### src/design/sbcom_map.svh
// register offsets, field positions, codes and timing counts of the mode controller
`ifndef SBCOM_MAP_SVH
`define SBCOM_MAP_SVH
`define SBCOM_ADDR_MODE 7'h01
`define SBCOM_ADDR_MAIN_STAT 7'h03
`define SBCOM_ADDR_WDOG_STAT 7'h05
`define SBCOM_ADDR_EVT_STAT 7'h61
`define SBCOM_ADDR_WAKE_CFG 7'h4c
`define SBCOM_ADDR_IDENT 7'h7e
`define SBCOM_ADDR_NV_CFG 7'h74
`define SBCOM_MC_SLEEP 3'h1
`define SBCOM_MC_STANDBY 3'h4
`define SBCOM_MC_NORMAL 3'h7
`define SBCOM_NV_FNMS_BIT 0
`define SBCOM_NV_SLPL_BIT 1
`define SBCOM_NV_RESET 8'h01
`define SBCOM_RSS_POWER_ON 5'h00
`define SBCOM_RSS_CAN_WAKE 5'h01
`define SBCOM_RSS_PIN_WAKE 5'h04
`define SBCOM_RSS_DIAG_WAKE 5'h0d
`define SBCOM_RSS_EXT_RESET 5'h11
`define SBCOM_RSS_WDOG 5'h0f
`define SBCOM_RSS_V1_UNDERV 5'h12
`define SBCOM_RSS_BAD_SLEEP 5'h14
`define SBCOM_RSS_SPI_FAIL 5'h15
`define SBCOM_RESET_NS 20000
`define SBCOM_CLK_NS 8
`define SBCOM_RESET_CYC ((`SBCOM_RESET_NS + `SBCOM_CLK_NS - 1) / `SBCOM_CLK_NS)
`define SBCOM_STARTUP_NS 2000
`define SBCOM_STARTUP_CYC ((`SBCOM_STARTUP_NS + `SBCOM_CLK_NS - 1) / `SBCOM_CLK_NS)
`define SBCOM_UVD_NS 400
`define SBCOM_UVD_CYC (`SBCOM_UVD_NS / `SBCOM_CLK_NS)
`define SBCOM_IDENT_VAL 8'h5a
`endif

### src/design/sbcom_pkg.sv
// types of the operating mode controller
package sbcom_pkg;
   typedef enum logic [2:0] {
      SBCOM_OFF, SBCOM_RESET, SBCOM_STANDBY, SBCOM_NORMAL,
      SBCOM_SLEEP, SBCOM_OVERTEMP, SBCOM_FORCED
   } sbcom_mode_t;
   typedef struct packed {
      sbcom_mode_t mode;
      logic [2:0] mc;
      logic [4:0] reset_source_code;
      logic nms;
      logic otw_event;
      logic otw_en;
      logic can_wake_enable;
      logic pne;
      logic partial_net_config_valid;
      logic pin_wake_en;
      logic [7:0] nv;
      logic factory;
      logic uv_hold;
      logic spi_fail;
      logic wake_pend;
      logic [15:0] cnt;
      logic [7:0] rdata;
      logic rvalid;
   } sbcom_state_t;
endpackage

### src/design/sbcom_ctrl.sv
// operating mode controller of the CAN system basis chip
// Functional notes
// - Standby plus Normal code written: go to Normal, supply and all functions on.
// - Normal plus Standby code written: go to Standby.
// - Standby: transceiver offline, SPI and supply on, watchdog timeout if enabled.
// - CAN wake enabled: selective detection if both partial-net bits set, else pattern.
// - Any enabled wake-up, regular or diagnostic, outside Off and Overtemp forces receive output low while the receiver is off.
// - Power-on, overtemp release and sleep wake-up all go via Reset to Standby, or to Forced Normal if selected.
// - Sleep: supply, SPI, watchdog off; leave only on enabled or diagnostic wake, or on battery low.
// - Sleep command needs no pending wake and one wake source, else Reset illegal.
// - Sleep lockout set: sleep command becomes SPI failure, no Sleep.
// - Reset: reset line low for set time, SPI watchdog off, transmitter off unless Forced Normal selected, supply on.
// - Any reset event from Standby, Normal or Forced Normal enters Reset and records its source.
// - Reset exits to Standby on line release, Forced Normal if selected, Off, Overtemp.
// - Reset caused by supply undervoltage holds until the supply recovers.
// - Battery low gives Off; battery rise enters Reset after startup time.
// - Overtemperature gives Overtemp at once except from Off and Sleep.
// - Warning sets status bit; event captured only when its enable set.
// - Overtemp: CAN off, no new wake, pending wake held, supply off, reset low later.
// - Overtemp exits to Reset on temperature release or to Off on battery low.
// - Forced Normal: watchdog off, supply, aux output and transceiver on.
// - Forced normal select held at 74h, preset 1, boots Forced Normal until cleared.
// - Forced Normal reset keeps transmitter on unless undervoltage; returns to Forced.
// - Forced Normal reads only main and watchdog status, ident and nonvolatile; nv write only factory.
// - Mode select field is bits 2:0 of register 0x01, upper bits read zero.
`timescale 1ns/1ps
`include "sbcom_map.svh"
module sbcom_ctrl (
   // clock and reset
   input wire logic clk,
   input wire logic srst,
   // analog monitors
   input wire logic bat_pon,
   input wire logic bat_poff,
   input wire logic temp_otp,
   input wire logic temp_rel,
   input wire logic temp_warn,
   input wire logic v1_uv,
   // wake and reset sources
   input wire logic can_wake,
   input wire logic pin_wake,
   input wire logic wdog_reset,
   input wire logic wdog_enabled,
   input wire logic can_rx_bit,
   // reset line, open drain
   input wire logic reset_line_n_in,
   output logic reset_line_n_out,
   output logic reset_line_n_oe,
   // register access port
   input wire logic reg_wr,
   input wire logic reg_rd,
   input wire logic [6:0] reg_addr,
   input wire logic [7:0] reg_wdata,
   output logic [7:0] reg_rdata,
   output logic reg_rvalid,
   // function controls
   output logic mcu_supply,
   output logic aux_supply_output,
   output logic spi_enable,
   output logic wdog_run,
   output logic wdog_timeout_only,
   output logic can_tx_en,
   output logic can_rx_en,
   output logic can_pins_engaged,
   output logic selective_wake,
   output logic rx_out,
   output logic spi_fail_event,
   output sbcom_pkg::sbcom_mode_t mode
);
   sbcom_pkg::sbcom_state_t s_q, s_d;
   logic reg_wake_any;
   logic otp_allowed;
   logic can_wake_en_hit;
   logic sleep_ok;
   logic ext_reset;
   logic read_allowed;
   logic cnt_done;

   // diagnostic wake counts as wake only where detection runs
   assign can_wake_en_hit = s_q.can_wake_enable && can_wake;
   assign reg_wake_any = can_wake_en_hit || (s_q.pin_wake_en && pin_wake);
   assign otp_allowed = s_q.mode != sbcom_pkg::SBCOM_OFF
      && s_q.mode != sbcom_pkg::SBCOM_SLEEP;
   assign sleep_ok = !s_q.wake_pend && !reg_wake_any
      && (s_q.can_wake_enable || s_q.pin_wake_en);
   assign ext_reset = !reset_line_n_in && reset_line_n_out;
   assign cnt_done = s_q.cnt == 16'h0000;
   assign read_allowed = s_q.mode != sbcom_pkg::SBCOM_FORCED
      || reg_addr == `SBCOM_ADDR_MAIN_STAT || reg_addr == `SBCOM_ADDR_WDOG_STAT
      || reg_addr == `SBCOM_ADDR_IDENT || reg_addr == `SBCOM_ADDR_NV_CFG;

   always_comb
   begin
      s_d = s_q;
      s_d.rvalid = 1'b0;
      s_d.spi_fail = 1'b0;
      if (s_q.cnt != 16'h0000)
      begin
         s_d.cnt = s_q.cnt - 16'h0001;
      end
      if (temp_warn && s_q.otw_en)
      begin
         s_d.otw_event = 1'b1;
      end
      if (s_q.mode != sbcom_pkg::SBCOM_OVERTEMP && s_q.mode != sbcom_pkg::SBCOM_OFF
         && (reg_wake_any || (temp_warn && s_q.otw_en)))
      begin
         s_d.wake_pend = 1'b1;
      end
      // register writes; spi is dead outside the active modes
      if (reg_wr && spi_enable)
      begin
         case (reg_addr)
            `SBCOM_ADDR_MODE:
            begin
               if (s_q.mode != sbcom_pkg::SBCOM_FORCED)
               begin
                  s_d.mc = reg_wdata[2:0];
               end
            end
            `SBCOM_ADDR_EVT_STAT:
            begin
               // set wins for the warning event and for enabled wakes; a warning-only wake set loses to the clear
               if (reg_wdata[0] && !(temp_warn && s_q.otw_en))
               begin
                  s_d.otw_event = 1'b0;
               end
               if (reg_wdata[1] && !reg_wake_any)
               begin
                  s_d.wake_pend = 1'b0;
               end
            end
            `SBCOM_ADDR_WAKE_CFG:
            begin
               s_d.can_wake_enable = reg_wdata[0];
               s_d.pne = reg_wdata[1];
               s_d.partial_net_config_valid = reg_wdata[2];
               s_d.pin_wake_en = reg_wdata[3];
               s_d.otw_en = reg_wdata[4];
            end
            `SBCOM_ADDR_NV_CFG:
            begin
               if (s_q.mode != sbcom_pkg::SBCOM_FORCED || s_q.factory)
               begin
                  s_d.nv = reg_wdata;
                  s_d.factory = 1'b0;
               end
            end
            default:
            begin
            end
         endcase
      end
      if (reg_rd && spi_enable)
      begin
         s_d.rvalid = 1'b1;
         s_d.rdata = 8'h00;
         if (read_allowed)
         begin
            case (reg_addr)
               `SBCOM_ADDR_MODE: s_d.rdata = {5'h00, s_q.mc};
               `SBCOM_ADDR_MAIN_STAT: s_d.rdata = {1'b0, temp_warn, s_q.nms, s_q.reset_source_code};
               `SBCOM_ADDR_EVT_STAT: s_d.rdata = {6'h00, s_q.wake_pend, s_q.otw_event};
               `SBCOM_ADDR_WAKE_CFG: s_d.rdata = {3'h0, s_q.otw_en, s_q.pin_wake_en,
                  s_q.partial_net_config_valid, s_q.pne, s_q.can_wake_enable};
               `SBCOM_ADDR_NV_CFG: s_d.rdata = s_q.nv;
               `SBCOM_ADDR_IDENT: s_d.rdata = `SBCOM_IDENT_VAL;
               default: s_d.rdata = 8'h00;
            endcase
         end
      end
      // mode sequencing
      case (s_q.mode)
         sbcom_pkg::SBCOM_OFF:
         begin
            if (!bat_pon)
            begin
               s_d.cnt = 16'(`SBCOM_STARTUP_CYC);
            end
            else if (cnt_done)
            begin
               s_d.mode = sbcom_pkg::SBCOM_RESET;
               s_d.reset_source_code = `SBCOM_RSS_POWER_ON;
               s_d.nms = 1'b1;
               s_d.cnt = 16'(`SBCOM_RESET_CYC);
            end
         end
         sbcom_pkg::SBCOM_RESET:
         begin
            if (!v1_uv)
            begin
               s_d.uv_hold = 1'b0;
            end
            if (cnt_done && !s_q.uv_hold && !v1_uv && reset_line_n_in)
            begin
               s_d.mode = s_q.nv[`SBCOM_NV_FNMS_BIT] ? sbcom_pkg::SBCOM_FORCED
                  : sbcom_pkg::SBCOM_STANDBY;
               s_d.mc = `SBCOM_MC_STANDBY;
            end
         end
         sbcom_pkg::SBCOM_STANDBY, sbcom_pkg::SBCOM_NORMAL:
         begin
            if (s_q.mode == sbcom_pkg::SBCOM_STANDBY && s_d.mc == `SBCOM_MC_NORMAL)
            begin
               s_d.mode = sbcom_pkg::SBCOM_NORMAL;
               s_d.nms = 1'b0;
            end
            else if (s_q.mode == sbcom_pkg::SBCOM_NORMAL && s_d.mc == `SBCOM_MC_STANDBY)
            begin
               s_d.mode = sbcom_pkg::SBCOM_STANDBY;
            end
            else if (s_d.mc == `SBCOM_MC_SLEEP && s_q.mc != `SBCOM_MC_SLEEP)
            begin
               if (s_q.nv[`SBCOM_NV_SLPL_BIT])
               begin
                  s_d.spi_fail = 1'b1;
                  s_d.mc = s_q.mc;
                  s_d.mode = sbcom_pkg::SBCOM_RESET;
                  s_d.reset_source_code = `SBCOM_RSS_SPI_FAIL;
                  s_d.cnt = 16'(`SBCOM_RESET_CYC);
               end
               else if (sleep_ok)
               begin
                  s_d.mode = sbcom_pkg::SBCOM_SLEEP;
               end
               else
               begin
                  s_d.mode = sbcom_pkg::SBCOM_RESET;
                  s_d.reset_source_code = `SBCOM_RSS_BAD_SLEEP;
                  s_d.cnt = 16'(`SBCOM_RESET_CYC);
               end
            end
         end
         sbcom_pkg::SBCOM_SLEEP:
         begin
            if (reg_wake_any || (temp_warn && s_q.otw_en))
            begin
               s_d.mode = sbcom_pkg::SBCOM_RESET;
               s_d.reset_source_code = can_wake_en_hit ? `SBCOM_RSS_CAN_WAKE
                  : (reg_wake_any ? `SBCOM_RSS_PIN_WAKE : `SBCOM_RSS_DIAG_WAKE);
               s_d.cnt = 16'(`SBCOM_RESET_CYC);
            end
         end
         sbcom_pkg::SBCOM_OVERTEMP:
         begin
            if (temp_rel)
            begin
               s_d.mode = sbcom_pkg::SBCOM_RESET;
               s_d.cnt = 16'(`SBCOM_RESET_CYC);
            end
         end
         sbcom_pkg::SBCOM_FORCED:
         begin
         end
         default:
         begin
            s_d.mode = sbcom_pkg::SBCOM_OFF;
         end
      endcase
      // reset events from active modes
      if (s_q.mode == sbcom_pkg::SBCOM_STANDBY || s_q.mode == sbcom_pkg::SBCOM_NORMAL
         || s_q.mode == sbcom_pkg::SBCOM_FORCED)
      begin
         if (v1_uv || ext_reset || wdog_reset)
         begin
            s_d.mode = sbcom_pkg::SBCOM_RESET;
            s_d.reset_source_code = v1_uv ? `SBCOM_RSS_V1_UNDERV
               : (ext_reset ? `SBCOM_RSS_EXT_RESET : `SBCOM_RSS_WDOG);
            s_d.uv_hold = v1_uv;
            s_d.cnt = 16'(`SBCOM_RESET_CYC);
         end
      end
      if (temp_otp && otp_allowed)
      begin
         if (s_q.mode != sbcom_pkg::SBCOM_OVERTEMP)
         begin
            s_d.cnt = 16'(`SBCOM_UVD_CYC);
         end
         s_d.mode = sbcom_pkg::SBCOM_OVERTEMP;
      end
      if (bat_poff && s_q.mode != sbcom_pkg::SBCOM_OFF)
      begin
         s_d.mode = sbcom_pkg::SBCOM_OFF;
         s_d.cnt = 16'(`SBCOM_STARTUP_CYC);
      end
   end

   always_ff @(posedge clk)
   begin
      if (srst)
      begin
         s_q <= '0;
         s_q.mode <= sbcom_pkg::SBCOM_OFF;
         s_q.mc <= `SBCOM_MC_STANDBY;
         s_q.nv <= `SBCOM_NV_RESET;
         s_q.factory <= 1'b1;
         s_q.nms <= 1'b1;
         s_q.cnt <= 16'(`SBCOM_STARTUP_CYC);
      end
      else
      begin
         s_q <= s_d;
      end
   end

   // function gating per mode
   always_comb
   begin
      mode = s_q.mode;
      mcu_supply = 1'b0;
      aux_supply_output = 1'b0;
      spi_enable = 1'b0;
      wdog_run = 1'b0;
      wdog_timeout_only = 1'b0;
      can_tx_en = 1'b0;
      can_rx_en = 1'b0;
      can_pins_engaged = 1'b1;
      reset_line_n_out = 1'b0;
      case (s_q.mode)
         sbcom_pkg::SBCOM_OFF: can_pins_engaged = 1'b0;
         sbcom_pkg::SBCOM_RESET:
         begin
            mcu_supply = 1'b1;
            can_tx_en = s_q.nv[`SBCOM_NV_FNMS_BIT] && !s_q.uv_hold;
            // pin let go once the low time is served and the supply is good
            reset_line_n_out = cnt_done && !s_q.uv_hold && !v1_uv;
         end
         sbcom_pkg::SBCOM_STANDBY:
         begin
            mcu_supply = 1'b1;
            spi_enable = 1'b1;
            wdog_run = wdog_enabled;
            wdog_timeout_only = 1'b1;
            reset_line_n_out = 1'b1;
         end
         sbcom_pkg::SBCOM_NORMAL:
         begin
            mcu_supply = 1'b1;
            aux_supply_output = 1'b1;
            spi_enable = 1'b1;
            wdog_run = wdog_enabled;
            can_tx_en = 1'b1;
            can_rx_en = 1'b1;
            reset_line_n_out = 1'b1;
         end
         sbcom_pkg::SBCOM_FORCED:
         begin
            mcu_supply = 1'b1;
            aux_supply_output = 1'b1;
            spi_enable = 1'b1;
            can_tx_en = 1'b1;
            can_rx_en = 1'b1;
            reset_line_n_out = 1'b1;
         end
         sbcom_pkg::SBCOM_OVERTEMP:
         begin
            // supply cut at once; reset line follows after the undervoltage delay
            mcu_supply = 1'b0;
            reset_line_n_out = !cnt_done;
            can_pins_engaged = 1'b0;
         end
         default:
         begin
         end
      endcase
   end

   // reset line is open drain; the low counts off the defined time in reset
   assign reset_line_n_oe = !reset_line_n_out;
   assign selective_wake = s_q.can_wake_enable && s_q.pne && s_q.partial_net_config_valid;
   assign rx_out = can_rx_en ? can_rx_bit : !s_q.wake_pend;
   assign spi_fail_event = s_q.spi_fail;
   assign reg_rdata = s_q.rdata;
   assign reg_rvalid = s_q.rvalid;

   a_normal_entry: assert property (@(posedge clk) disable iff (srst)
      s_q.mode == sbcom_pkg::SBCOM_STANDBY && reg_wr && reg_addr == `SBCOM_ADDR_MODE
      && reg_wdata[2:0] == `SBCOM_MC_NORMAL && !v1_uv && !ext_reset && !wdog_reset
      && !temp_otp && !bat_poff |=> mode == sbcom_pkg::SBCOM_NORMAL && mcu_supply)
      else $error("normal not entered");
   a_standby_entry: assert property (@(posedge clk) disable iff (srst)
      s_q.mode == sbcom_pkg::SBCOM_NORMAL && reg_wr && reg_addr == `SBCOM_ADDR_MODE
      && reg_wdata[2:0] == `SBCOM_MC_STANDBY && !v1_uv && !ext_reset && !wdog_reset
      && !temp_otp && !bat_poff |=> mode == sbcom_pkg::SBCOM_STANDBY)
      else $error("standby not entered");
   a_standby_gating: assert property (@(posedge clk) disable iff (srst)
      mode == sbcom_pkg::SBCOM_STANDBY |-> !can_tx_en && spi_enable && mcu_supply)
      else $error("standby gating wrong");
   a_sleep_gating: assert property (@(posedge clk) disable iff (srst)
      mode == sbcom_pkg::SBCOM_SLEEP |-> !mcu_supply && !spi_enable && !wdog_run)
      else $error("sleep gating wrong");
   a_bad_sleep: assert property (@(posedge clk) disable iff (srst)
      s_q.mode == sbcom_pkg::SBCOM_STANDBY && s_d.mc == `SBCOM_MC_SLEEP && !sleep_ok
      && !s_q.nv[`SBCOM_NV_SLPL_BIT] && !temp_otp && !bat_poff && !v1_uv && !ext_reset
      && !wdog_reset |=> mode == sbcom_pkg::SBCOM_RESET && s_q.reset_source_code == `SBCOM_RSS_BAD_SLEEP)
      else $error("illegal sleep not caught");
   a_reset_low: assert property (@(posedge clk) disable iff (srst)
      $rose(mode == sbcom_pkg::SBCOM_RESET) |-> !reset_line_n_out [*8])
      else $error("reset line released early");
   a_otp_entry: assert property (@(posedge clk) disable iff (srst)
      temp_otp && otp_allowed && !bat_poff |=> mode == sbcom_pkg::SBCOM_OVERTEMP)
      else $error("overtemp not entered");
   a_forced_wdog: assert property (@(posedge clk) disable iff (srst)
      mode == sbcom_pkg::SBCOM_FORCED |-> !wdog_run && can_tx_en && aux_supply_output)
      else $error("forced normal gating wrong");
   c_reach_normal: cover property (@(posedge clk) mode == sbcom_pkg::SBCOM_NORMAL);
   c_reach_sleep: cover property (@(posedge clk) mode == sbcom_pkg::SBCOM_SLEEP);
   c_reach_forced: cover property (@(posedge clk) mode == sbcom_pkg::SBCOM_FORCED);
endmodule

### config.mk
export PLATFORM = sky130hd
export DESIGN_NAME = sbcom_ctrl
export DESIGN_NICKNAME = d
export VERILOG_FILES = /design/src/design/sbcom_pkg.sv /design/src/design/sbcom_ctrl.sv
export VERILOG_INCLUDE_DIRS = /design/src /design/src/design
export SDC_FILE = /design/constraint.sdc
export NUM_CORES = 1
export LEC_CHECK = 0
export ABC_AREA = 1
export BUFFER_PORTS_ARGS = -buffer_cell sky130_fd_sc_hd__buf_2
export CAP_MARGIN = 25
export CORE_ASPECT_RATIO = 2
export CORE_MARGIN = 3
export CORE_UTILIZATION = 40
export CTS_BUF_LIST = sky130_fd_sc_hd__clkbuf_16
export DETAILED_ROUTE_END_ITERATION = 16
export GPL_ROUTABILITY_DRIVEN = 0
export HOLD_SLACK_MARGIN = 0.12
export SETUP_SLACK_MARGIN = 0.05
export SLEW_MARGIN = 10
export SYNTH_ARGS = -nofsm -noshare
export SYNTH_HDL_FRONTEND = slang
export SYNTH_SLANG_ARGS = --single-unit
### constraint.sdc
create_clock -name clk -period 2.05 [get_ports clk]
set_input_delay 0.41 -clock clk [delete_from_list [all_inputs] [get_ports clk]]
set_output_delay 0.41 -clock clk [all_outputs]
set_load 0.02 [all_outputs]
==> results.cfg, run 1 <==
[run_status]
status = complete, no violations

[clock_network]
tritoncts = done
cts_hold_buf = 0
htree_levels = 2
clock_sinks = 55
clkTransAtPathRegs_ps = 80
clk_path_buf_depth = 2
worstSkewPairLatency_ps = 310
cts_buffers = 5
cts_root_buf = clkbuf_16

[worst_setup_path]
worstPathRequired_ps = 1640
reg2reg_depth = 14
slowest_stage = dfxtp_2
r2r_setup_slack_ps = 140
endpoint_kind = output pin
critPathMaxStageDelay_ps = 330
rr_endpoint = s_q[47]$_SDFF_PP0_
r2r_start = s_q[9]$_SDFF_PP0_
start_kind = flip-flop
worst-path-max-fanout = 2
worstPathArrival_ps = 1610
path_class = reg2out
path_cells = inv_2, ha_4, nand2_4, nor2_4, nand2_2, a21oi_2, nand2_2, buf_6, inv_2, buf_6

[die]
die_area_um2 = 9960
ios = 56
initial_utilization = 0.415
core_um2 = 8410
fp.dieW_um = 72.1
die-height_um = 138
num_rows = 47

[synth]
synth_warnings = 0
syn_area_um2 = 3490
synth.top_cells.by_area = dfxtp_1 32%, nand2_1 11%, inv_1 8.6%, nor2_1 6.4%, nand3_1 5.6%
syn-instance-count = 526
synth_top_area_frac = 0.315
synth-seq-cells = 55
synthArstFlopShare = 0
yosys_most_used_dff = dfxtp_1
yosys-top-cells-count = 103 x nand2_1, 80 x inv_1, 60 x nor2_1
seq_area_frac_synth = 0.315
syn_nets = 560
synth_top_area_cell = dfxtp_1
avgSynthCellArea_um2 = 6.64
synth.most_common_cell = nand2_1
ys_types = 43
synth_edf_count = 0

[final_layout]
final_area_um2 = 4560
finalNetCount = 658
postLayoutCoreUtil = 0.543
area_growth_syn_to_layout_pct = 30.7
num_antenna_cells = 0
final_layout_size_suffix_gt1_frac = 0.330

[power_and_ir_drop]
switching_share = 0.259
internal_power_mw = 1.61
vdd_ir_drop_max_mv = 0.486
power_switching_mw = 0.564
pwr-share-comb = 0.086
p_leak_nw = 2.22
power_mw = 2.18
pwr-share-seq = 0.495
pwr-share-clk = 0.419
cellPowerDensity_nw_per_um2 = 477

[min_path]
hold_end = s_q[41]$_SDFFE_PP0P_
min_path_type = in2reg
whs_path_depth = 3
hold_start = reg_wdata[4]

[placement]
pre_cts_slack_ps = -34.9
port_buffers = 55
dpl.hpwl_mm = 9.37
placed_area_um2 = 4100

[timing]
fin_ws_ps = 29.2
relSlewSlack = 0.559
timing.final.max_slew_violations = 0
fmax_mhz = 495
fin_hold_ws_ps = 354
fin_crit_sh = 0.986
finalHoldViolations = 0
rsz0062_at_grt = true
skew_ps = 10.2
setup_viol = 0
worst_pin_slew_ps = 661
period_needed_ps = 2020

[route]
drc = 0
first_pass_iters = 5
wl_per_cell_um = 16.1
num_vias = 3813
via_per_inst = 5.27
routed_wl_mm = 11.6
drtIter0Drc = 224
ant_nets = 0

[global_routing]
gr-total-overflow = 0
grt_pass1_vias = 3897
antenna_found_initial = 0
track_usage = 0.238
grt_max_degree = 20
grt_pass1_wl_mm = 18.4

[flow_run]
max_cap_violations = 0
[cell type report]
cell class | count | area (µm²)
repair buffers | 108 | 706
well taps | 98 | 123
flip-flops and latches | 55 | 1120
clock inverters | 3 | 26.3
multi-input cells | 368 | 2140
fillers | 851 | 3840
inverters | 86 | 328
clock buffers | 5 | 125
[repair_timing]
| action | 4_1_cts | 5_1_grt |
|---|---|---|
| setup endpoints to repair | 11 | 36 |
| pin swaps | 10 | 16 |
| buffers inserted | 6 | 5 |
| resized for setup | 38 | 36 |
[layer usage]
metal  routed length (µm)  GRT usage  vias to the layer above  share of wire
met3                  411     0.0327                       46          0.035
met2                 6750      0.444                      122           0.58
met5                    0          0                        -              0
met1                 3650      0.214                     1748           0.31
li1                     -          -                     1897              -
met4                  827      0.189                        0          0.071
[stage by stage]
step / setup TNS [ps] / cells
after floorplan: 0 / 526
after global placement: 0 / 704
after detailed placement: -67.7 / 704
after CTS: 0 / 718
after global routing: -85.3 / 723
final: 0 / 723
[worst max path at each step]
stage	start	endpoint	slack, ps	cells after the start
6_report	s_q[9]$_SDFF_PP0_	reset_line_n_oe	30	10
5_1_grt	s_q[9]$_SDFF_PP0_	reset_line_n_oe	-60	10
4_1_cts	s_q[20]$_SDFF_PP0_	reset_line_n_oe	40	9
3_5_place_dp	reg_addr[1]	s_q[45]$_SDFF_PP0_	-30	13
3_3_place_gp	reg_addr[5]	s_q[45]$_SDFF_PP0_	10	11
2_1_floorplan	mode[2]$_SDFF_PP0_	rx_out	180	6
[power by group through the flow]
stage | registers [mW] | clock network, mW | logic, mW
2_1_floorplan | 1.10 | 0 | 0.0793
3_3_place_gp | 1.10 | 0 | 0.164
3_5_place_dp | 1.10 | 0 | 0.166
4_1_cts | 1.08 | 0.925 | 0.174
5_1_grt | 1.08 | 0.967 | 0.207
6_report | 1.08 | 0.912 | 0.187
[cells by family after synthesis]
| logic type | after synthesis | share of synthesized area |
|---|---|---|
| flip-flops | 55 | 0.315 |
| AND/OR/NAND/NOR | 262 | 0.367 |
| buffers and inverters | 103 | 0.126 |
| adder cells (fa/ha/maj) | 3 | 0.0107 |
| XOR/XNOR | 10 | 0.0251 |
| AO/OA/AOI/OAI | 93 | 0.156 |
[state kept, by name, summed over array words and instances (netlist names)]
register / flops
s_q: 42
mode: 3
reg_rdata: 8
reg_rvalid: 1
spi_fail_event: 1
[cell usage in the layout (no fill, tap or decap), types with 4 or more instances in the layout]
master,count
nand2_1,94
dfxtp_2,9
nand2_2,12
nand3_2,4
buf_6,4
buf_4,50
nor2_4,14
nand2_4,9
nand3_1,36
nor2_1,47
nor2_2,12
a21oi_1,37
nor3_1,7
buf_2,53
nand4_1,12
dfxtp_1,45
clkbuf_16,5
o21ai_0,30
o21ai_1,4
xor2_1,7
inv_1,75
o211ai_1,5
inv_2,9
[critical path: cells and delay by family, from the launching register on]
kind                       cells  cell delay (ps)
and+or+nand+nor                4              310
DFF                            1              330
AOI/OAI and AO/OA              1              130
adders and majority gates      1              170
buffers and inverters          4              340
No activity file was read; power rests on OpenSTA's default activity.
==> inputs of run 2 (changes only) <==
- CELL_PAD_IN_SITES_DETAIL_PLACEMENT: unset -> 0
- CELL_PAD_IN_SITES_GLOBAL_PLACEMENT: unset -> 2
- CORE_UTILIZATION: 40 -> 31
- PLACE_DENSITY_LB_ADDON: unset -> 0.1
==> run 2 against run 1 <==
Count of clock-buffer cells in the layout did not move. Power rose by 9.8%. Register-to-register slack barely moved. Flip-flop and latch count did not move. Sequential share of layout area fell by 1.6 points. Worst setup slack improved by 23 ps. Worst hold slack got worse by 9.8 ps. Highest routed layer unchanged.
==> results.cfg, run 2 (synthesized netlist as in run 1, its figures left out) <==
[final_layout]
nFillCells = 1213
finalNetCount = 687
area_growth_syn_to_layout_pct = 40.4
layout_common_cells = 92 x nand2_1, 80 x buf_4, 74 x inv_1, 53 x buf_2, 48 x nor2_1
final_layout_size_suffix_gt1_frac = 0.361
stdcell_count = 794
num_antenna_cells = 0
regArea_um2 = 1120
top_register = s_q
largest_reg_flops = 42
multiInputGateArea_um2 = 2170
layout_commonest_cell = nand2_1

[global_routing]
antenna_found_initial = 0
grt_pass1_vias = 3930
grt_max_degree = 18
track_usage = 0.214
grt_pass1_wl_mm = 19.9
gr-total-overflow = 0

[worst_setup_path]
worstPathArrival_ps = 1590
r2r_start = s_q[12]$_SDFF_PP1_
worst-path-max-fanout = 2
path_class = reg2out
path_buf_inv = 4
endpoint_kind = output pin
worst_path_dominant_cell_family = simple AND/OR/NAND/NOR gates
worstPathRequired_ps = 1640
path_depth = 9
cp-startpoint = s_q[9]$_SDFF_PP0_
slowest_stage = dfxtp_2
reg2reg_depth = 10
critPathMaxStageDelay_ps = 330
path_cells = inv_2, ha_4, nand3_1, nor2_2, nand4_1, nand2_2, buf_6, inv_2, buf_6
start_kind = flip-flop

[die]
die_area_um2 = 12700
core_um2 = 10900
fp.dieW_um = 81.1
die-height_um = 156
num_rows = 54
initial_utilization = 0.319
ios = 56

[min_path]
min_path_type = in2reg
hold_start = srst
whs_path_depth = 2

[timing]
relSlewSlack = 0.692
timing.final.max_slew_violations = 0
setup_viol = 0
rsz0062_at_grt = true
period_needed_ps = 2000
skew_ps = 8.03
fmax_mhz = 501
fin_crit_sh = 0.975
worst_pin_slew_ps = 458
finalHoldViolations = 0

[route]
num_vias = 3855
routed_wl_mm = 13.1
first_pass_iters = 4
wl_per_cell_um = 16.4
drtIter0Drc = 139
drc = 0
ant_nets = 0
via_per_inst = 4.86

[clock_network]
htree_levels = 2
cts_buffers = 5
worstSkewPairLatency_ps = 300
tritoncts = done
cts_hold_buf = 0
clk_path_buf_depth = 2
clkTransAtPathRegs_ps = 70
clock_sinks = 55
cts_root_buf = clkbuf_16

[placement]
port_buffers = 55
dpl.hpwl_mm = 10.8
dp.cells = 766

[power_and_ir_drop]
p_leak_nw = 2.36
power_mw = 2.39
power_switching_mw = 0.542
switching_share = 0.227
pwr-share-seq = 0.450
vdd_ir_drop_max_mv = 0.412
internal_power_mw = 1.85
pwr-share-comb = 0.081
cellPowerDensity_nw_per_um2 = 488
pwr-share-clk = 0.469

[flow_run]
max_cap_violations = 0

[run_status]
status = complete, no violations
run 2: layer usage:
layer,share of wire,vias to the layer above,track usage
met2,0.62,84,0.452
met3,0.023,32,0.0237
met1,0.31,1789,0.177
met5,0,-,0
met4,0.052,0,0.114
li1,-,1950,-
run 2: area by class of cell:
| class | count | area share |
|---|---|---|
| Clock inverter | 3 | 0.0138 |
| Sequential cell | 55 | 0.228 |
| Multi-Input combinational cell | 368 | 0.443 |
| Inverter | 86 | 0.0679 |
| Tap cell | 140 | 0.0357 |
| Timing Repair Buffer | 137 | 0.186 |
| Clock buffer | 5 | 0.0255 |
run 2: stage by stage:
step | area, µm² | hold slack, ps | setup TNS [ps] | util | setup WS, ps
after CTS | 4640 | 339 | 0 | 0.424 | 39.7
after global routing | 4900 | 358 | -43.3 | 0.448 | -23.8
final | 4900 | 344 | 0 | 0.448 | 52.2
after global placement | 4290 | 435 | -180 | 0.392 | -75.5
after floorplan | 3490 | 424 | 0 | - | 185
after detailed placement | 4290 | 440 | -257 | 0.392 | -96.4
run 2: path summary, 6_finish.rpt:
| path | end | slack, ps |
|---|---|---|
| setup / recovery | reset_line_n_oe | 50 |
| setup reg to reg | s_q[24]$_SDFF_PP0_ | 130 |
| hold reg to reg | s_q[36]$_SDFFE_PP0P_ | 450 |
| hold / removal | s_q[48]$_SDFF_PP0_ | 340 |
run 2: power by group through the flow:
| stage | Sequential [mW] | Combinational (mW) | Clock [mW] |
|---|---|---|---|
| floorplan | 1.10 | 0.0793 | 0 |
| global placement | 1.10 | 0.177 | 0 |
| detailed placement | 1.10 | 0.177 | 0 |
| CTS | 1.08 | 0.183 | 1.16 |
| global route | 1.08 | 0.214 | 1.19 |
| finish | 1.08 | 0.194 | 1.12 |
run 2: what timing repair did:
| item | CTS | global route |
|---|---|---|
| endpoints found under the setup margin | 15 | 31 |
| buffers inserted | 7 | 13 |
| pin swaps | 11 | 24 |
| resized for setup | 36 | 47 |
